==> config.mk <==
export PLATFORM = sky130hd
export DESIGN_NAME = piso_shift_register
export DESIGN_NICKNAME = d
export VERILOG_FILES = /design/src/piso_pkg.sv /design/src/piso_fifo.sv /design/src/piso_stages.sv /design/src/piso_shift_register.sv
export SDC_FILE = /design/constraint.sdc
export NUM_CORES = 1
export LEC_CHECK = 0
export BUFFER_PORTS_ARGS = -buffer_cell sky130_fd_sc_hd__buf_2
export CORE_MARGIN = 10
export CORE_UTILIZATION = 50
export DETAILED_ROUTE_END_ITERATION = 8
export MAX_ROUTING_LAYER = met4
export PLACE_DENSITY = 0.68
export SLEW_MARGIN = 20
export SYNTH_ARGS = -nofsm -noshare
export SYNTH_HDL_FRONTEND = slang
export SYNTH_SLANG_ARGS = --single-unit
==> constraint.sdc <==
create_clock -name I_CLOCK -period 9.4 [get_ports I_CLOCK]
set_input_delay 1.88 -clock I_CLOCK [delete_from_list [all_inputs] [get_ports I_CLOCK]]
set_output_delay 1.88 -clock I_CLOCK [all_outputs]
set_load 0.02 [all_outputs]
==> src/piso_pkg.sv <==
// Shared constants and carrier types for the parallel-in serial-out shifter.
package piso_pkg;

  localparam int STAGES     = 8;
  localparam int FIFO_DEPTH = 16;
  localparam int ADDR_W     = 4;
  localparam int DATA_W     = 32;

  // Register byte offsets.
  localparam logic [ADDR_W-1:0] CTRL_OFFSET   = 4'h0;
  localparam logic [ADDR_W-1:0] PDATA_OFFSET  = 4'h4;
  localparam logic [ADDR_W-1:0] STATUS_OFFSET = 4'h8;

  // Control register field positions.
  localparam int CTRL_CLK_BIT  = 0;
  localparam int CTRL_ENN_BIT  = 1;
  localparam int CTRL_LSN_BIT  = 2;
  localparam int CTRL_SI_BIT   = 3;
  localparam int CTRL_CLRN_BIT = 4;

  // Status register field positions; stages sit in bits 7..0.
  localparam int STATUS_SOUT_BIT  = 8;
  localparam int STATUS_EMPTY_BIT = 9;
  localparam int STATUS_FULL_BIT  = 10;

  // Enable high, load select high, clear released, clock low.
  localparam logic [DATA_W-1:0] CTRL_RESET = 32'h0000_0016;

  localparam logic [1:0] RESP_OKAY   = 2'h0;
  localparam logic [1:0] RESP_SLVERR = 2'h2;

  typedef struct packed {
    logic shift_clock;
    logic clock_en_n;
    logic load_select_n;
    logic serial_in;
    logic clear_n;
  } ctrl_type;

  typedef struct packed {
    logic step;
    logic load_select_n;
    logic serial_in;
    logic clear_n;
  } shift_cmd_type;

endpackage : piso_pkg

==> src/piso_fifo.sv <==
// Parameterised valid/ready FIFO built from flip-flops.
`timescale 1ns/1ps
`default_nettype none
module piso_fifo
  import piso_pkg::*;
#(
  parameter int WIDTH = STAGES,
  parameter int DEPTH = FIFO_DEPTH
) (
  input  wire logic                     i_clk,
  input  wire logic                     i_rst,
  input  wire logic                     i_in_valid,
  output var  logic                     o_in_ready,
  input  wire logic [WIDTH-1:0]         i_in_data,
  output var  logic                     o_out_valid,
  input  wire logic                     i_out_ready,
  output var  logic [WIDTH-1:0]         o_out_data,
  output var  logic [$clog2(DEPTH+1)-1:0] o_count
);
  localparam int PW = $clog2(DEPTH);
  localparam int CW = $clog2(DEPTH+1);
  localparam logic [PW-1:0] LAST  = PW'(DEPTH - 1);
  localparam logic [CW-1:0] FULLC = CW'(DEPTH);

  typedef struct packed {
    logic [DEPTH-1:0][WIDTH-1:0] mem;
    logic [PW-1:0]               rd;
    logic [PW-1:0]               wr;
    logic [CW-1:0]               count;
  } fifo_state_type;

  fifo_state_type cur_q;
  fifo_state_type nxt_d;
  logic           push;
  logic           pop;

  assign o_in_ready  = (cur_q.count != FULLC);
  assign o_out_valid = (cur_q.count != '0);
  assign o_out_data  = cur_q.mem[cur_q.rd];
  assign o_count     = cur_q.count;
  assign push        = i_in_valid && o_in_ready;
  assign pop         = i_out_ready && o_out_valid;

  always_comb begin
    nxt_d = cur_q;
    if (push) begin
      nxt_d.mem[cur_q.wr] = i_in_data;
      nxt_d.wr = (cur_q.wr == LAST) ? '0 : cur_q.wr + 1'b1;
    end
    if (pop) begin
      nxt_d.rd = (cur_q.rd == LAST) ? '0 : cur_q.rd + 1'b1;
    end
    if (push && !pop) begin
      nxt_d.count = cur_q.count + 1'b1;
    end else if (pop && !push) begin
      nxt_d.count = cur_q.count - 1'b1;
    end
  end

  always_ff @(posedge i_clk or posedge i_rst) begin
    if (i_rst) begin
      cur_q <= '0;
    end else begin
      cur_q <= nxt_d;
    end
  end
endmodule // piso_fifo
`default_nettype wire

==> src/piso_stages.sv <==
// The storage stages with their load, shift, hold and clear behaviour.
`timescale 1ns/1ps
`default_nettype none
module piso_stages
  import piso_pkg::*;
#(
  parameter int WIDTH = STAGES
) (
  input  wire logic             i_clk,
  input  wire logic             i_rst,
  input  wire shift_cmd_type    i_cmd,
  input  wire logic [WIDTH-1:0] i_parallel,
  output var  logic [WIDTH-1:0] o_stages
);
  typedef struct packed {
    logic [WIDTH-1:0] stages;
  } stage_state_type;

  stage_state_type  cur_q;
  stage_state_type  nxt_d;
  logic [WIDTH-1:0] shift_in;

  assign o_stages    = cur_q.stages;
  assign shift_in[0] = i_cmd.serial_in; // RULE4

  for (genvar g = 1; g < WIDTH; g++) begin : g_chain
    assign shift_in[g] = cur_q.stages[g-1]; // RULE5
  end

  always_comb begin
    nxt_d = cur_q; // RULE11
    if (!i_cmd.clear_n) begin
      nxt_d.stages = '0; // RULE10
    end else if (i_cmd.step) begin // RULE12
      // Stage k takes parallel input k, so the last stage shows input 7.
      nxt_d.stages = i_cmd.load_select_n ? shift_in : i_parallel; // RULE2 RULE3
    end
  end

  always_ff @(posedge i_clk or posedge i_rst) begin
    if (i_rst) begin
      cur_q <= '0;
    end else begin
      cur_q <= nxt_d; // RULE1
    end
  end

endmodule // piso_stages
`default_nettype wire

==> src/piso_shift_register.sv <==
// AXI4-Lite wrapped eight-stage parallel-in serial-out shift register.
//
// How it works
// [RULE1] Eight stages, first to last, loaded in parallel or shifted, all synchronous.
// [RULE2] Load select low at an effective rising edge captures all parallel inputs.
// [RULE3] Parallel input k lands in stage k; last stage then shows input seven.
// [RULE4] Load select high at an effective edge puts serial input into first stage.
// [RULE5] On that shift edge each later stage takes its predecessor's old value.
// [RULE6] Cascading: the outside ties serial out to the next register's serial in.
// [RULE7] Effective clock is clock OR active-low enable; high enable blocks edges.
// [RULE8] Clock and enable are interchangeable; swapping them changes nothing.
// [RULE9] Outside should raise the enable only while the clock is high.
// [RULE10] Clear low forces all stages low, overriding every other input.
// [RULE11] Without clear and without an effective edge every stage holds.
// [RULE12] The gated clock becomes a one-cycle enable on the single system clock.
//
// The AXI4-Lite interface to the registers and the address map were chosen for this implementation.
`timescale 1ns/1ps
`default_nettype none
module piso_shift_register
  import piso_pkg::*;
(
  input  wire logic              I_CLOCK,
  input  wire logic              I_RST,
  input  wire logic              I_AWVALID,
  output var  logic              O_AWREADY,
  input  wire logic [ADDR_W-1:0] I_AWADDR,
  input  wire logic              I_WVALID,
  output var  logic              O_WREADY,
  input  wire logic [DATA_W-1:0] I_WDATA,
  input  wire logic [3:0]        I_WSTRB,
  output var  logic              O_BVALID,
  input  wire logic              I_BREADY,
  output var  logic [1:0]        O_BRESP,
  input  wire logic              I_ARVALID,
  output var  logic              O_ARREADY,
  input  wire logic [ADDR_W-1:0] I_ARADDR,
  output var  logic              O_RVALID,
  input  wire logic              I_RREADY,
  output var  logic [DATA_W-1:0] O_RDATA,
  output var  logic [1:0]        O_RRESP,
  output var  logic              O_SERIAL_OUT
);
  localparam int CW = $clog2(FIFO_DEPTH+1);

  typedef struct packed {
    ctrl_type          ctrl;
    logic              eff_prev;
    logic              awready;
    logic              wready;
    logic              aw_have;
    logic              w_have;
    logic [ADDR_W-1:0] waddr;
    logic [DATA_W-1:0] wdata;
    logic [3:0]        wstrb;
    logic              bvalid;
    logic [1:0]        bresp;
    logic              arready;
    logic              rvalid;
    logic [DATA_W-1:0] rdata;
    logic [1:0]        rresp;
    logic [STAGES-1:0] par_hold;
  } top_state_type;

  top_state_type     cur_q;
  top_state_type     nxt_d;
  shift_cmd_type     cmd;
  logic [STAGES-1:0] stages;
  logic [STAGES-1:0] parallel;
  logic [STAGES-1:0] fifo_data;
  logic [CW-1:0]     fifo_count;
  logic              fifo_in_ready;
  logic              fifo_out_valid;
  logic              eff_level;
  logic              step;
  logic              pop;
  logic              push;
  logic              write_go;
  logic              is_pdata;

  // The effective clock is a plain OR, so either input may act as clock or enable.
  assign eff_level = cur_q.ctrl.shift_clock | cur_q.ctrl.clock_en_n; // RULE7 RULE8
  assign step      = eff_level & ~cur_q.eff_prev; // RULE12

  assign cmd.step          = step;
  assign cmd.load_select_n = cur_q.ctrl.load_select_n;
  assign cmd.serial_in     = cur_q.ctrl.serial_in;
  assign cmd.clear_n       = cur_q.ctrl.clear_n;

  // An empty FIFO must not stall a load, so the last word taken is loaded again.
  assign parallel = fifo_out_valid ? fifo_data : cur_q.par_hold;
  assign pop      = step && cur_q.ctrl.clear_n && !cur_q.ctrl.load_select_n; // RULE2

  // A full FIFO holds back the response to a data-register write, which stalls the bus master.
  assign is_pdata = (cur_q.waddr == PDATA_OFFSET) && cur_q.wstrb[0];
  assign write_go = cur_q.aw_have && cur_q.w_have && !cur_q.bvalid &&
                    !(is_pdata && !fifo_in_ready);
  assign push     = write_go && is_pdata;

  assign O_AWREADY    = cur_q.awready;
  assign O_WREADY     = cur_q.wready;
  assign O_BVALID     = cur_q.bvalid;
  assign O_BRESP      = cur_q.bresp;
  assign O_ARREADY    = cur_q.arready;
  assign O_RVALID     = cur_q.rvalid;
  assign O_RDATA      = cur_q.rdata;
  assign O_RRESP      = cur_q.rresp;
  assign O_SERIAL_OUT = stages[STAGES-1]; // RULE3

  piso_fifo #(
    .WIDTH (STAGES),
    .DEPTH (FIFO_DEPTH)
  ) u_fifo (
    .i_clk       (I_CLOCK),
    .i_rst       (I_RST),
    .i_in_valid  (push),
    .o_in_ready  (fifo_in_ready),
    .i_in_data   (cur_q.wdata[STAGES-1:0]),
    .o_out_valid (fifo_out_valid),
    .i_out_ready (pop),
    .o_out_data  (fifo_data),
    .o_count     (fifo_count)
  );

  piso_stages #(
    .WIDTH (STAGES)
  ) u_stages (
    .i_clk      (I_CLOCK),
    .i_rst      (I_RST),
    .i_cmd      (cmd),
    .i_parallel (parallel),
    .o_stages   (stages)
  );

  always_comb begin
    nxt_d          = cur_q;
    nxt_d.eff_prev = eff_level;
    if (pop && fifo_out_valid) begin
      nxt_d.par_hold = fifo_data;
    end

    // Write address and data are caught independently, in either order.
    if (I_AWVALID && cur_q.awready) begin
      nxt_d.awready = 1'b0;
      nxt_d.aw_have = 1'b1;
      nxt_d.waddr   = I_AWADDR;
    end
    if (I_WVALID && cur_q.wready) begin
      nxt_d.wready = 1'b0;
      nxt_d.w_have = 1'b1;
      nxt_d.wdata  = I_WDATA;
      nxt_d.wstrb  = I_WSTRB;
    end

    if (write_go) begin
      nxt_d.aw_have = 1'b0;
      nxt_d.w_have  = 1'b0;
      nxt_d.bvalid  = 1'b1;
      nxt_d.bresp   = RESP_OKAY;
      case (cur_q.waddr)
        CTRL_OFFSET: begin
          if (cur_q.wstrb[0]) begin
            nxt_d.ctrl.shift_clock   = cur_q.wdata[CTRL_CLK_BIT];
            nxt_d.ctrl.clock_en_n    = cur_q.wdata[CTRL_ENN_BIT];
            nxt_d.ctrl.load_select_n = cur_q.wdata[CTRL_LSN_BIT];
            nxt_d.ctrl.serial_in     = cur_q.wdata[CTRL_SI_BIT];
            nxt_d.ctrl.clear_n       = cur_q.wdata[CTRL_CLRN_BIT];
          end
        end
        PDATA_OFFSET:  nxt_d.bresp = RESP_OKAY;
        STATUS_OFFSET: nxt_d.bresp = RESP_OKAY;
        default:       nxt_d.bresp = RESP_SLVERR;
      endcase
    end

    if (cur_q.bvalid && I_BREADY) begin
      nxt_d.bvalid  = 1'b0;
      nxt_d.awready = 1'b1;
      nxt_d.wready  = 1'b1;
    end

    if (I_ARVALID && cur_q.arready) begin
      nxt_d.arready = 1'b0;
      nxt_d.rvalid  = 1'b1;
      nxt_d.rdata   = '0;
      nxt_d.rresp   = RESP_OKAY;
      case (I_ARADDR)
        CTRL_OFFSET: begin
          nxt_d.rdata[CTRL_CLK_BIT]  = cur_q.ctrl.shift_clock;
          nxt_d.rdata[CTRL_ENN_BIT]  = cur_q.ctrl.clock_en_n;
          nxt_d.rdata[CTRL_LSN_BIT]  = cur_q.ctrl.load_select_n;
          nxt_d.rdata[CTRL_SI_BIT]   = cur_q.ctrl.serial_in;
          nxt_d.rdata[CTRL_CLRN_BIT] = cur_q.ctrl.clear_n;
        end
        PDATA_OFFSET: begin
          nxt_d.rdata[CW-1:0] = fifo_count;
        end
        STATUS_OFFSET: begin
          nxt_d.rdata[STAGES-1:0]       = stages;
          nxt_d.rdata[STATUS_SOUT_BIT]  = stages[STAGES-1];
          nxt_d.rdata[STATUS_EMPTY_BIT] = ~fifo_out_valid;
          nxt_d.rdata[STATUS_FULL_BIT]  = ~fifo_in_ready;
        end
        default: nxt_d.rresp = RESP_SLVERR;
      endcase
    end

    if (cur_q.rvalid && I_RREADY) begin
      nxt_d.rvalid  = 1'b0;
      nxt_d.arready = 1'b1;
    end
  end

  always_ff @(posedge I_CLOCK or posedge I_RST) begin
    if (I_RST) begin
      cur_q          <= '0;
      cur_q.ctrl     <= ctrl_type'({CTRL_RESET[CTRL_CLK_BIT], CTRL_RESET[CTRL_ENN_BIT],
                                    CTRL_RESET[CTRL_LSN_BIT], CTRL_RESET[CTRL_SI_BIT],
                                    CTRL_RESET[CTRL_CLRN_BIT]});
      // Matches the reset effective level, so leaving reset makes no edge.
      cur_q.eff_prev <= 1'b1;
      cur_q.awready  <= 1'b1;
      cur_q.wready   <= 1'b1;
      cur_q.arready  <= 1'b1;
    end else begin
      cur_q <= nxt_d;
    end
  end
endmodule // piso_shift_register
`default_nettype wire

# Word level (Yosys, flattened, before mapping)
# Cells that the tools add are included.
classes:
  addsub: 4
  n_mul: 0
  div_mod_pow: 0
  magnitude_cmp: 3
  eq_ne: 8
  shift: 0
  n_mux: 27
  bitwise: 5
  n_reduce_logical: 37
ops:
  columns: ["operator", "n"]
  rows:
  - ["bitwise mux 128 bit", 1]
  - ["2-to-1 mux 8 bit", 6]
  - ["2-to-1 mux 36 bit", 1]
  - ["binary-select mux 8 bit (select 4 bit)", 1]
  - ["demux 8 bit (select 4 bit)", 1]
  - ["logical AND 1 bit", 18]
  - ["== test 4 bit (second input constant)", 4]
  - ["case mux 5 bit (3 select lines)", 1]
  - ["nonzero test 2 bit", 7]
  - ["< comparator 4 x 5 -> 1 bit (second input constant)", 2]
  - ["2-to-1 mux 2 bit", 5]
  - ["2-to-1 mux 5 bit", 2]
  - ["adder 4 x 1 -> 4 bit (second input constant)", 2]
  - ["== test 4 x 3 -> 1 bit (second input constant)", 2]
  - ["zero test 4 bit", 2]
  - ["2-to-1 mux 4 bit", 2]
  - ["zero test 1 bit", 6]
  - ["2-to-1 mux 6 bit", 1]
  - ["OR reduction 3 bit", 2]
  - ["adder 5 x 1 -> 5 bit (second input constant)", 1]
  - ["2-to-1 mux 1 bit", 5]
  - ["!= test 5 bit (second input constant)", 1]
  - ["nonzero test 5 bit", 1]
  - ["subtractor 5 x 1 -> 5 bit (second input constant)", 1]
  - ["other kinds (7)", 9]
totals:
  ff_bits: 198
  latch_bits: 0
  mem_bits_rw: 0
  rom_bits: 0
  input_bits: 51
  output_inout_bits: 42
  elab_cells: 124
  mem_count: 0

# Longest topological paths before layout
# Gate-level depths: netlist of the first run.
depth:
  word_depth: 11
  depth_mapped: 13
  ltp_nobuf: 11

# Hierarchy
# A second synthesis of the first run with hierarchy kept.
hier_totals:
  hier_cells: 670
  hier_area_um2: 9599.2
modules_own_cells:
  columns: ["module", "n_inst", "cells_per_inst", "area_each_um2", "seq_area_each_um2"]
  rows:
  - ["piso_fifo", 1, 449, 6954.2, 3528.4]
  - ["piso_shift_register", 1, 186, 2254.7, 1159.9]
  - ["piso_stages", 1, 35, 390.4, 200.2]

# Least setup slack after synthesis of the first run
# OpenSTA, ideal clock, no wires.
synth_path:
  kind: "input port to flip-flop"
  startpoint: "input port I_ARADDR[2]"
  endpoint: "register cur_q (netlist bit O_RDATA[0])"
  setup_ns: 0.083
  arrival_ns: 2.976
  required_ns: 9.317
  slack_ns: 6.341
  stages: 4
  n_path_buf: 1
  path_cell_list: "clkbuf_1 nor4b_2 a22oi_1 o21ai_0"
synth_between:
  elab_chain_len: 2
  word_cells_on_any_way: 4
  cone_classes: "2 x eq/ne; 1 x mux; 1 x reduce/logical"
synth_rtl:
  columns: ["item", "line_no", "rtl"]
  rows:
  - ["start: declaration", "piso_shift_register.sv:37", "input wire logic [ADDR_W-1:0] I_ARADDR,"]
  - ["== test 4 bit (tied with other cells)", "piso_shift_register.sv:187", "case (I_ARADDR)"]
  - ["case mux 5 bit (3 select lines) (*)", "piso_shift_register.sv:187", null]
  - ["end signal: assignment", "piso_shift_register.sv:226", "cur_q <= nxt_d;"]
  - ["end: declaration", "piso_shift_register.sv:65", "top_state_type cur_q;"]
# Every way passes the cells marked *; elsewhere a longest branch is shown, timed or not.
# A chain may end at the register's enable or synchronous reset.

# Worst setup path after layout of the first run
layout_path:
  startpoint: "register cur_q[95] (netlist bit)"
  endpoint: "register u_fifo.cur_q (netlist bit u_fifo.o_count[4])"
layout_between:
  elab_chain_len: 8
  word_cells_on_any_way: 10
  cone_classes: "1 x mux; 2 x bitwise; 7 x reduce/logical"
layout_rtl:
  columns: ["item", "line_no", "rtl"]
  rows:
  - ["bitwise OR 1 bit (*)", "piso_shift_register.sv:82", "assign eff_level = cur_q.ctrl.shift_clock | cur_q.ctrl.clock_en_n;"]
  - ["AND 1 bit (*)", "piso_shift_register.sv:83", "assign step = eff_level & ~cur_q.eff_prev;"]
  - ["logical AND 1 bit (*) (2 in a row)", "piso_shift_register.sv:92", "assign pop = step && cur_q.ctrl.clear_n && !cur_q.ctrl.load_select_n;"]
  - ["logical AND 1 bit (*)", "piso_fifo.sv:42", "assign pop = i_out_ready && o_out_valid;"]
  - ["zero test 1 bit", "piso_fifo.sv:53", "if (push && !pop) begin"]
  - ["logical AND 1 bit", "piso_fifo.sv:53", null]
  - ["2-to-1 mux 5 bit / nonzero test 2 bit (equally long branches)", null, null]
  - ["end signal: assignment", "piso_fifo.sv:64", "cur_q <= nxt_d;"]
  - ["end: declaration", "piso_fifo.sv:32", "fifo_state_type cur_q;"]
# Marked as above.

==> results of run 1 <==
## routing by layer
metal | vias to the layer above | track usage [%] | wire length, µm
met5 | - | - | 0
met4 | 0 | 3.730 | 173
met3 | 13 | 4.057 | 829
met2 | 104 | 28.22 | 9764
met1 | 2806 | 19.97 | 8361
li1 | 2469 | - | -
## sequential cells by signal (all words and copies together), names as in the netlist, 3 cells and up
signal	cells
O_RDATA	10
cmd	3
cur_q	26
u_fifo.cur_q	136
u_fifo.o_count	5
u_stages.o_stages	8
## worst max-delay path, stage by stage (launching register included)
cell,delay [ps]
dfstp_2,550
nor2_1,60
nor3b_1,800
nand3b_1,720
ha_1,490
inv_1,150
ha_1,290
a21o_1,200
a21oi_1,200
xnor2_1,140
nor2_1,60
xor2_1,140
## power groups by stage
stage	sequential [mW]	clock [mW]	combinational, mW
3_3_place_gp	1.10	0	0.351
4_1_cts	1.10	0.720	0.367
5_1_grt	1.12	0.762	0.408
2_1_floorplan	1.01	0	0.334
3_5_place_dp	1.11	0	0.366
6_report	1.10	0.708	0.364
## worst paths after layout
| check | to | cells after the start |
|---|---|---|
| min in group asynchronous | cur_q[57] | 2 |
| worst max-delay path | u_fifo.o_count[4] | 11 |
| worst min-delay path | O_RDATA[9] | 2 |
| worst max register to register | u_fifo.o_count[4] | 11 |
| worst min register to register | O_RDATA[9] | 2 |
| max in group asynchronous | u_fifo.cur_q[117] | 3 |
## cells by family after synthesis
family / Yosys count / share of synthesized area (%)
AO/OA/AOI/OAI: 88 / 6.151
multiplexers: 210 / 28.14
adder cells (fa/ha/maj): 10 / 1.421
AND/OR/NAND/NOR: 90 / 5.870
flip-flops: 195 / 52.36
other: 1 / 0.04017
buffers and inverters: 88 / 5.360
XOR/XNOR: 7 / 0.6567
## final cells by class
class	instances	area, µm²
sequential	195	4888
fill	1499	8065
inverter	12	52.55
tap	229	286.5
timing repair buffer	46	244.0
clock inverter	11	120.1
clock buffer	21	460.4
multi-input combinational	428	4030
## synth_stat cells (all sizes together) (2+ instances only)
cell type	instances
buf	49
a211oi	7
a22oi	5
dfrtp	188
inv	12
nand3	8
o311ai	8
nor2b	3
mux4	24
nand2b	10
a21oi	6
mux2i	9
o22ai	16
xor2	4
mux2	177
ha	9
clkbuf	27
and2	4
a21o	5
nand2	45
xnor2	3
dfstp	7
nor3	3
nand3b	2
o21ai	34
nor2	8
## metrics by stage
stage	worst slack [ps]	instance area, µm²	util, %	std cells
floorplan	2219	9419	-	711
global placement	5609	9498	52.34	910
detailed placement	5518	9498	52.34	910
CTS	5488	10080	55.54	942
global route	5147	10080	55.56	942
finish	5468	10080	55.56	942
==> flow_summary.json, run 1 <==
{
  "worst_slew_pin_slew_ps": 1031,
  "ir_worst_vdd_mv": 0.1750,
  "worst-setup-path-type": "flip-flop to flip-flop",
  "diodes": 0,
  "viasPerCell": 5.724,
  "core.rowCount": 49,
  "worst_setup_path_start_kind": "flip-flop",
  "worstPathMaxFanout": 13,
  "synth_top_cell_area_share_pct": 50.39,
  "setup-tns-final_ps": 0,
  "die_h_um": 156.7,
  "die_w_um": 156.7,
  "yosysTopAreaCell": "dfrtp_1",
  "relSlewSlack_pct": 31.25,
  "synth_cells": 689,
  "rsz0062_at_grt": "false",
  "p_leak_nw": 4.843,
  "hold_ws_ps": 472.8,
  "clockPowerShare_pct": 32.6,
  "r2r_start": "cur_q[95]",
  "cap_violations": 0,
  "vias": 5392,
  "drive_gt1_share_pct": 42.50,
  "drt_iter0_markers": 373,
  "drtAntennaViolNets": 0,
  "ys.flop_type": "dfrtp_1",
  "cts-buffers-inserted": 17,
  "gr-total-overflow": 0,
  "required_ps": 9710,
  "cts_setup_buffers": 0,
  "total_power_mw": 2.168,
  "clkTransAtPathRegs_ps": 70,
  "nNetsFinal": 761,
  "setup.worst_path.start": "cur_q[95]",
  "synth.avg_cell_area_um2": 13.55,
  "layout_common_cells": "188 x dfrtp_1, 176 x mux2_2, 42 x buf_2",
  "drc": 0,
  "yosys-top-cells-area": "dfrtp_1 50%, mux2_2 21%, mux4_2 5.8%",
  "critPathCaptureType": "flip-flop",
  "cts-resized-gates": 0,
  "sw_frac_of_total_pct": 32.07,
  "fmax_ghz": 0.2543,
  "hpwl_um": 12820,
  "cts.sinks": 195,
  "p_seq_share_pct": 50.6,
  "hold_viol": 0,
  "period_share_pct": 41.83,
  "yosysSeqAreaShare_pct": 52.36,
  "io_pins": 93,
  "comb_power_share_pct": 16.8,
  "grtUsageTotal_pct": 16.73,
  "initial_utilization_pct": 51.45,
  "r2r_slack_ps": 5470,
  "clockRootBuffer": "clkbuf_16",
  "hp-start": "O_RDATA[9]",
  "antenna_found_initial": 0,
  "cts_buffer_depth": 2,
  "cts_max_level": 4,
  "report.final.slew_viol_count": 0,
  "numPortBuffers": 42,
  "syn_area_um2": 9336,
  "yosysWarnings": 0,
  "power.density_nw_per_um2": 215.0,
  "internal_power_mw": 1.473,
  "cts_tree": "built",
  "area_delta_synth_final_pct": 7.987,
  "gp_congestion": 0.7775,
  "grt_pass1_vias": 5666,
  "async_flop_share_pct": 100.0,
  "p_sw_mw": 0.6954,
  "die-area_um2": 24540,
  "synth_cell_types": 52,
  "status": "complete, no violations",
  "synth_seq_cells": 195,
  "finClkSkew_ps": 18.61,
  "setup_violations": 0,
  "cts-hold-fix-buffers": 0,
  "fin_crit_ps": 3932,
  "synth-edff-count": 0,
  "routedWlPerCell_um": 20.31,
  "final_common_cell": "dfrtp_1",
  "holdCritPathClass": "flip-flop to flip-flop",
  "arrival_ps": 4240,
  "totalWireLength_um": 19130,
  "grt_max_degree": 115,
  "dr.pass1.iters": 4,
  "grt_pass1_wl_um": 30910,
  "coreArea_um2": 18150,
  "insertion_delay_ps": 440
}
No activity file was read; power rests on OpenSTA's default activity.
==> run 2: changes to the inputs <==
- PLACE_DENSITY: 0.68 -> 0.71
- clock period: 9.4 -> 3.43 ns (I/O delays scaled with it)
==> run 2 against run 1 <==
Effect of this change: clock power grew to 2.8 times the previous value; routed wire length hardly changed; sequential share of layout area is 0.36 points lower; first-iteration DRC count is 11% lower; flip-flop and latch count stayed put; fmax is 39% higher; global-route usage hardly changed; clock skew is 11 ps lower; design area is 0.74% higher; sequential power grew to 2.7 times the previous value; setup slack worse by 4900 ps; cell count is 0.74% higher; critical path type unchanged; highest routed layer unchanged.
==> flow_summary.json, run 2 (synthesis results as in run 1) <==
{
  "status": "complete, no violations",
  "core.rowCount": 49,
  "gp_congestion": 0.8185,
  "hold_viol": 0,
  "p_sw_mw": 1.873,
  "grtUsageTotal_pct": 16.73,
  "relSlewSlack_pct": 43.94,
  "top_layer_used": "met4",
  "gr-total-overflow": 0,
  "insertion_delay_ps": 430,
  "worstPathMaxFanout": 10,
  "drt_iter0_markers": 331,
  "internal_power_mw": 4.111,
  "fin_crit_ps": 2822,
  "cts_buffer_depth": 2,
  "wl_met3_um": 939,
  "clockRootBuffer": "clkbuf_16",
  "comb_power_share_pct": 17.5,
  "drtAntennaViolNets": 0,
  "post-place-ws_ps": 622.8,
  "wl_met1_um": 8307,
  "cts-hold-fix-buffers": 0,
  "area_delta_synth_final_pct": 8.791,
  "dr_wl_met2_um": 9625,
  "finClkSkew_ps": 7.692,
  "viasPerCell": 5.738,
  "cts_setup_buffers": 0,
  "worst_setup_path_start_kind": "flip-flop",
  "cts-buffers-inserted": 17,
  "report.final.slew_viol_count": 0,
  "cts-resized-gates": 0,
  "power.density_nw_per_um2": 589.2,
  "setup-tns-final_ps": 0,
  "layout_common_cells": "188 x dfrtp_1, 176 x mux2_2, 42 x buf_2",
  "clockPowerShare_pct": 32.8,
  "drc": 0,
  "routedWlPerCell_um": 20.18,
  "grt_pass1_vias": 5819,
  "worst-setup-path-type": "flip-flop to flip-flop",
  "vias": 5445,
  "p_leak_nw": 4.888,
  "critPathCaptureType": "flip-flop",
  "clkTransAtPathRegs_ps": 70,
  "grt_max_degree": 196,
  "arrival_ps": 3130,
  "die-area_um2": 24540,
  "antenna_found_initial": 0,
  "cts.sinks": 195,
  "required_ps": 3740,
  "die_w_um": 156.7,
  "sw_frac_of_total_pct": 31.30,
  "rsz0062_at_grt": "false",
  "hold_ws_ps": 329.1,
  "die_h_um": 156.7,
  "cts_max_level": 4,
  "grt_pass1_wl_um": 31330,
  "fmax_ghz": 0.3543,
  "p_seq_share_pct": 49.7,
  "dr.pass1.iters": 5,
  "coreArea_um2": 18150,
  "cts_tree": "built",
  "holdCritPathClass": "input port to asynchronous set/reset pin",
  "setup_violations": 0,
  "hpwl_um": 12670,
  "numPortBuffers": 42,
  "period_share_pct": 82.28,
  "diodes": 0,
  "final_common_cell": "dfrtp_1",
  "fin_ws_ps": 607.9,
  "io_pins": 93,
  "top_register": "u_fifo.cur_q",
  "nNetsFinal": 768,
  "largest_reg_flops": 136,
  "initial_utilization_pct": 51.45,
  "worst_slew_pin_slew_ps": 838.7,
  "cap_violations": 0,
  "totalWireLength_um": 19150,
  "ir_worst_vdd_mv": 0.4713,
  "drive_gt1_share_pct": 42.64
}
run 2: metal layers:
layer | track usage, % | vias to the layer above
met1 | 20.21 | 2826
met5 | - | -
li1 | - | 2486
met3 | 4.084 | 23
met2 | 27.71 | 110
met4 | 4.225 | 0
run 2: critical path: stages, from the launching register on:
cell	delay, ps
dfrtp_1	460
nor4_2	360
nand2b_1	270
nand3b_1	210
ha_1	200
inv_1	100
fa_1	420
a21o_1	170
a21oi_1	170
xnor2_1	140
nor2_1	70
xor2_1	140
run 2: stage by stage:
stage	cells	power, mW	cell area [µm²]	util (%)
3_3_place_gp	916	3.984	9552	52.63
3_5_place_dp	916	4.058	9552	52.63
5_1_grt	949	6.288	10160	55.97
6_report	949	5.984	10160	55.97
4_1_cts	948	6.018	10130	55.82
2_1_floorplan	711	3.683	9423	-
run 2: final timing paths:
check	startpoint	end	slack, ps	cells after the start
max in group asynchronous	I_RST	u_fifo.cur_q[117]	2110	4
hold / removal	I_RST	u_fifo.cur_q[46]	330	3
min in group I_CLOCK	I_ARVALID	O_ARREADY	430	2
setup / recovery	u_fifo.o_count[0]	u_fifo.o_count[4]	610	11
setup reg to reg	u_fifo.o_count[0]	u_fifo.o_count[4]	610	11
hold reg to reg	O_RDATA[6]	O_RDATA[6]	480	2
run 2: cell type report:
| type | count | area, µm² |
|---|---|---|
| multi-input cells | 428 | 4030 |
| clock buffers | 24 | 471.7 |
| clock inverters | 8 | 106.4 |
| flip-flops and latches | 195 | 4888 |
| inverters | 12 | 48.80 |
| repair buffers | 53 | 325.3 |
| fillers | 1440 | 7990 |
| well taps | 229 | 286.5 |
run 2: power groups by stage:
stage	Combinational (mW)	Sequential, mW	Clock [mW]
finish	1.05	2.98	1.96
global route	1.17	3.02	2.10
CTS	1.05	2.97	1.99
detailed placement	1.04	3.01	0
global placement	1.00	2.98	0
floorplan	0.917	2.77	0
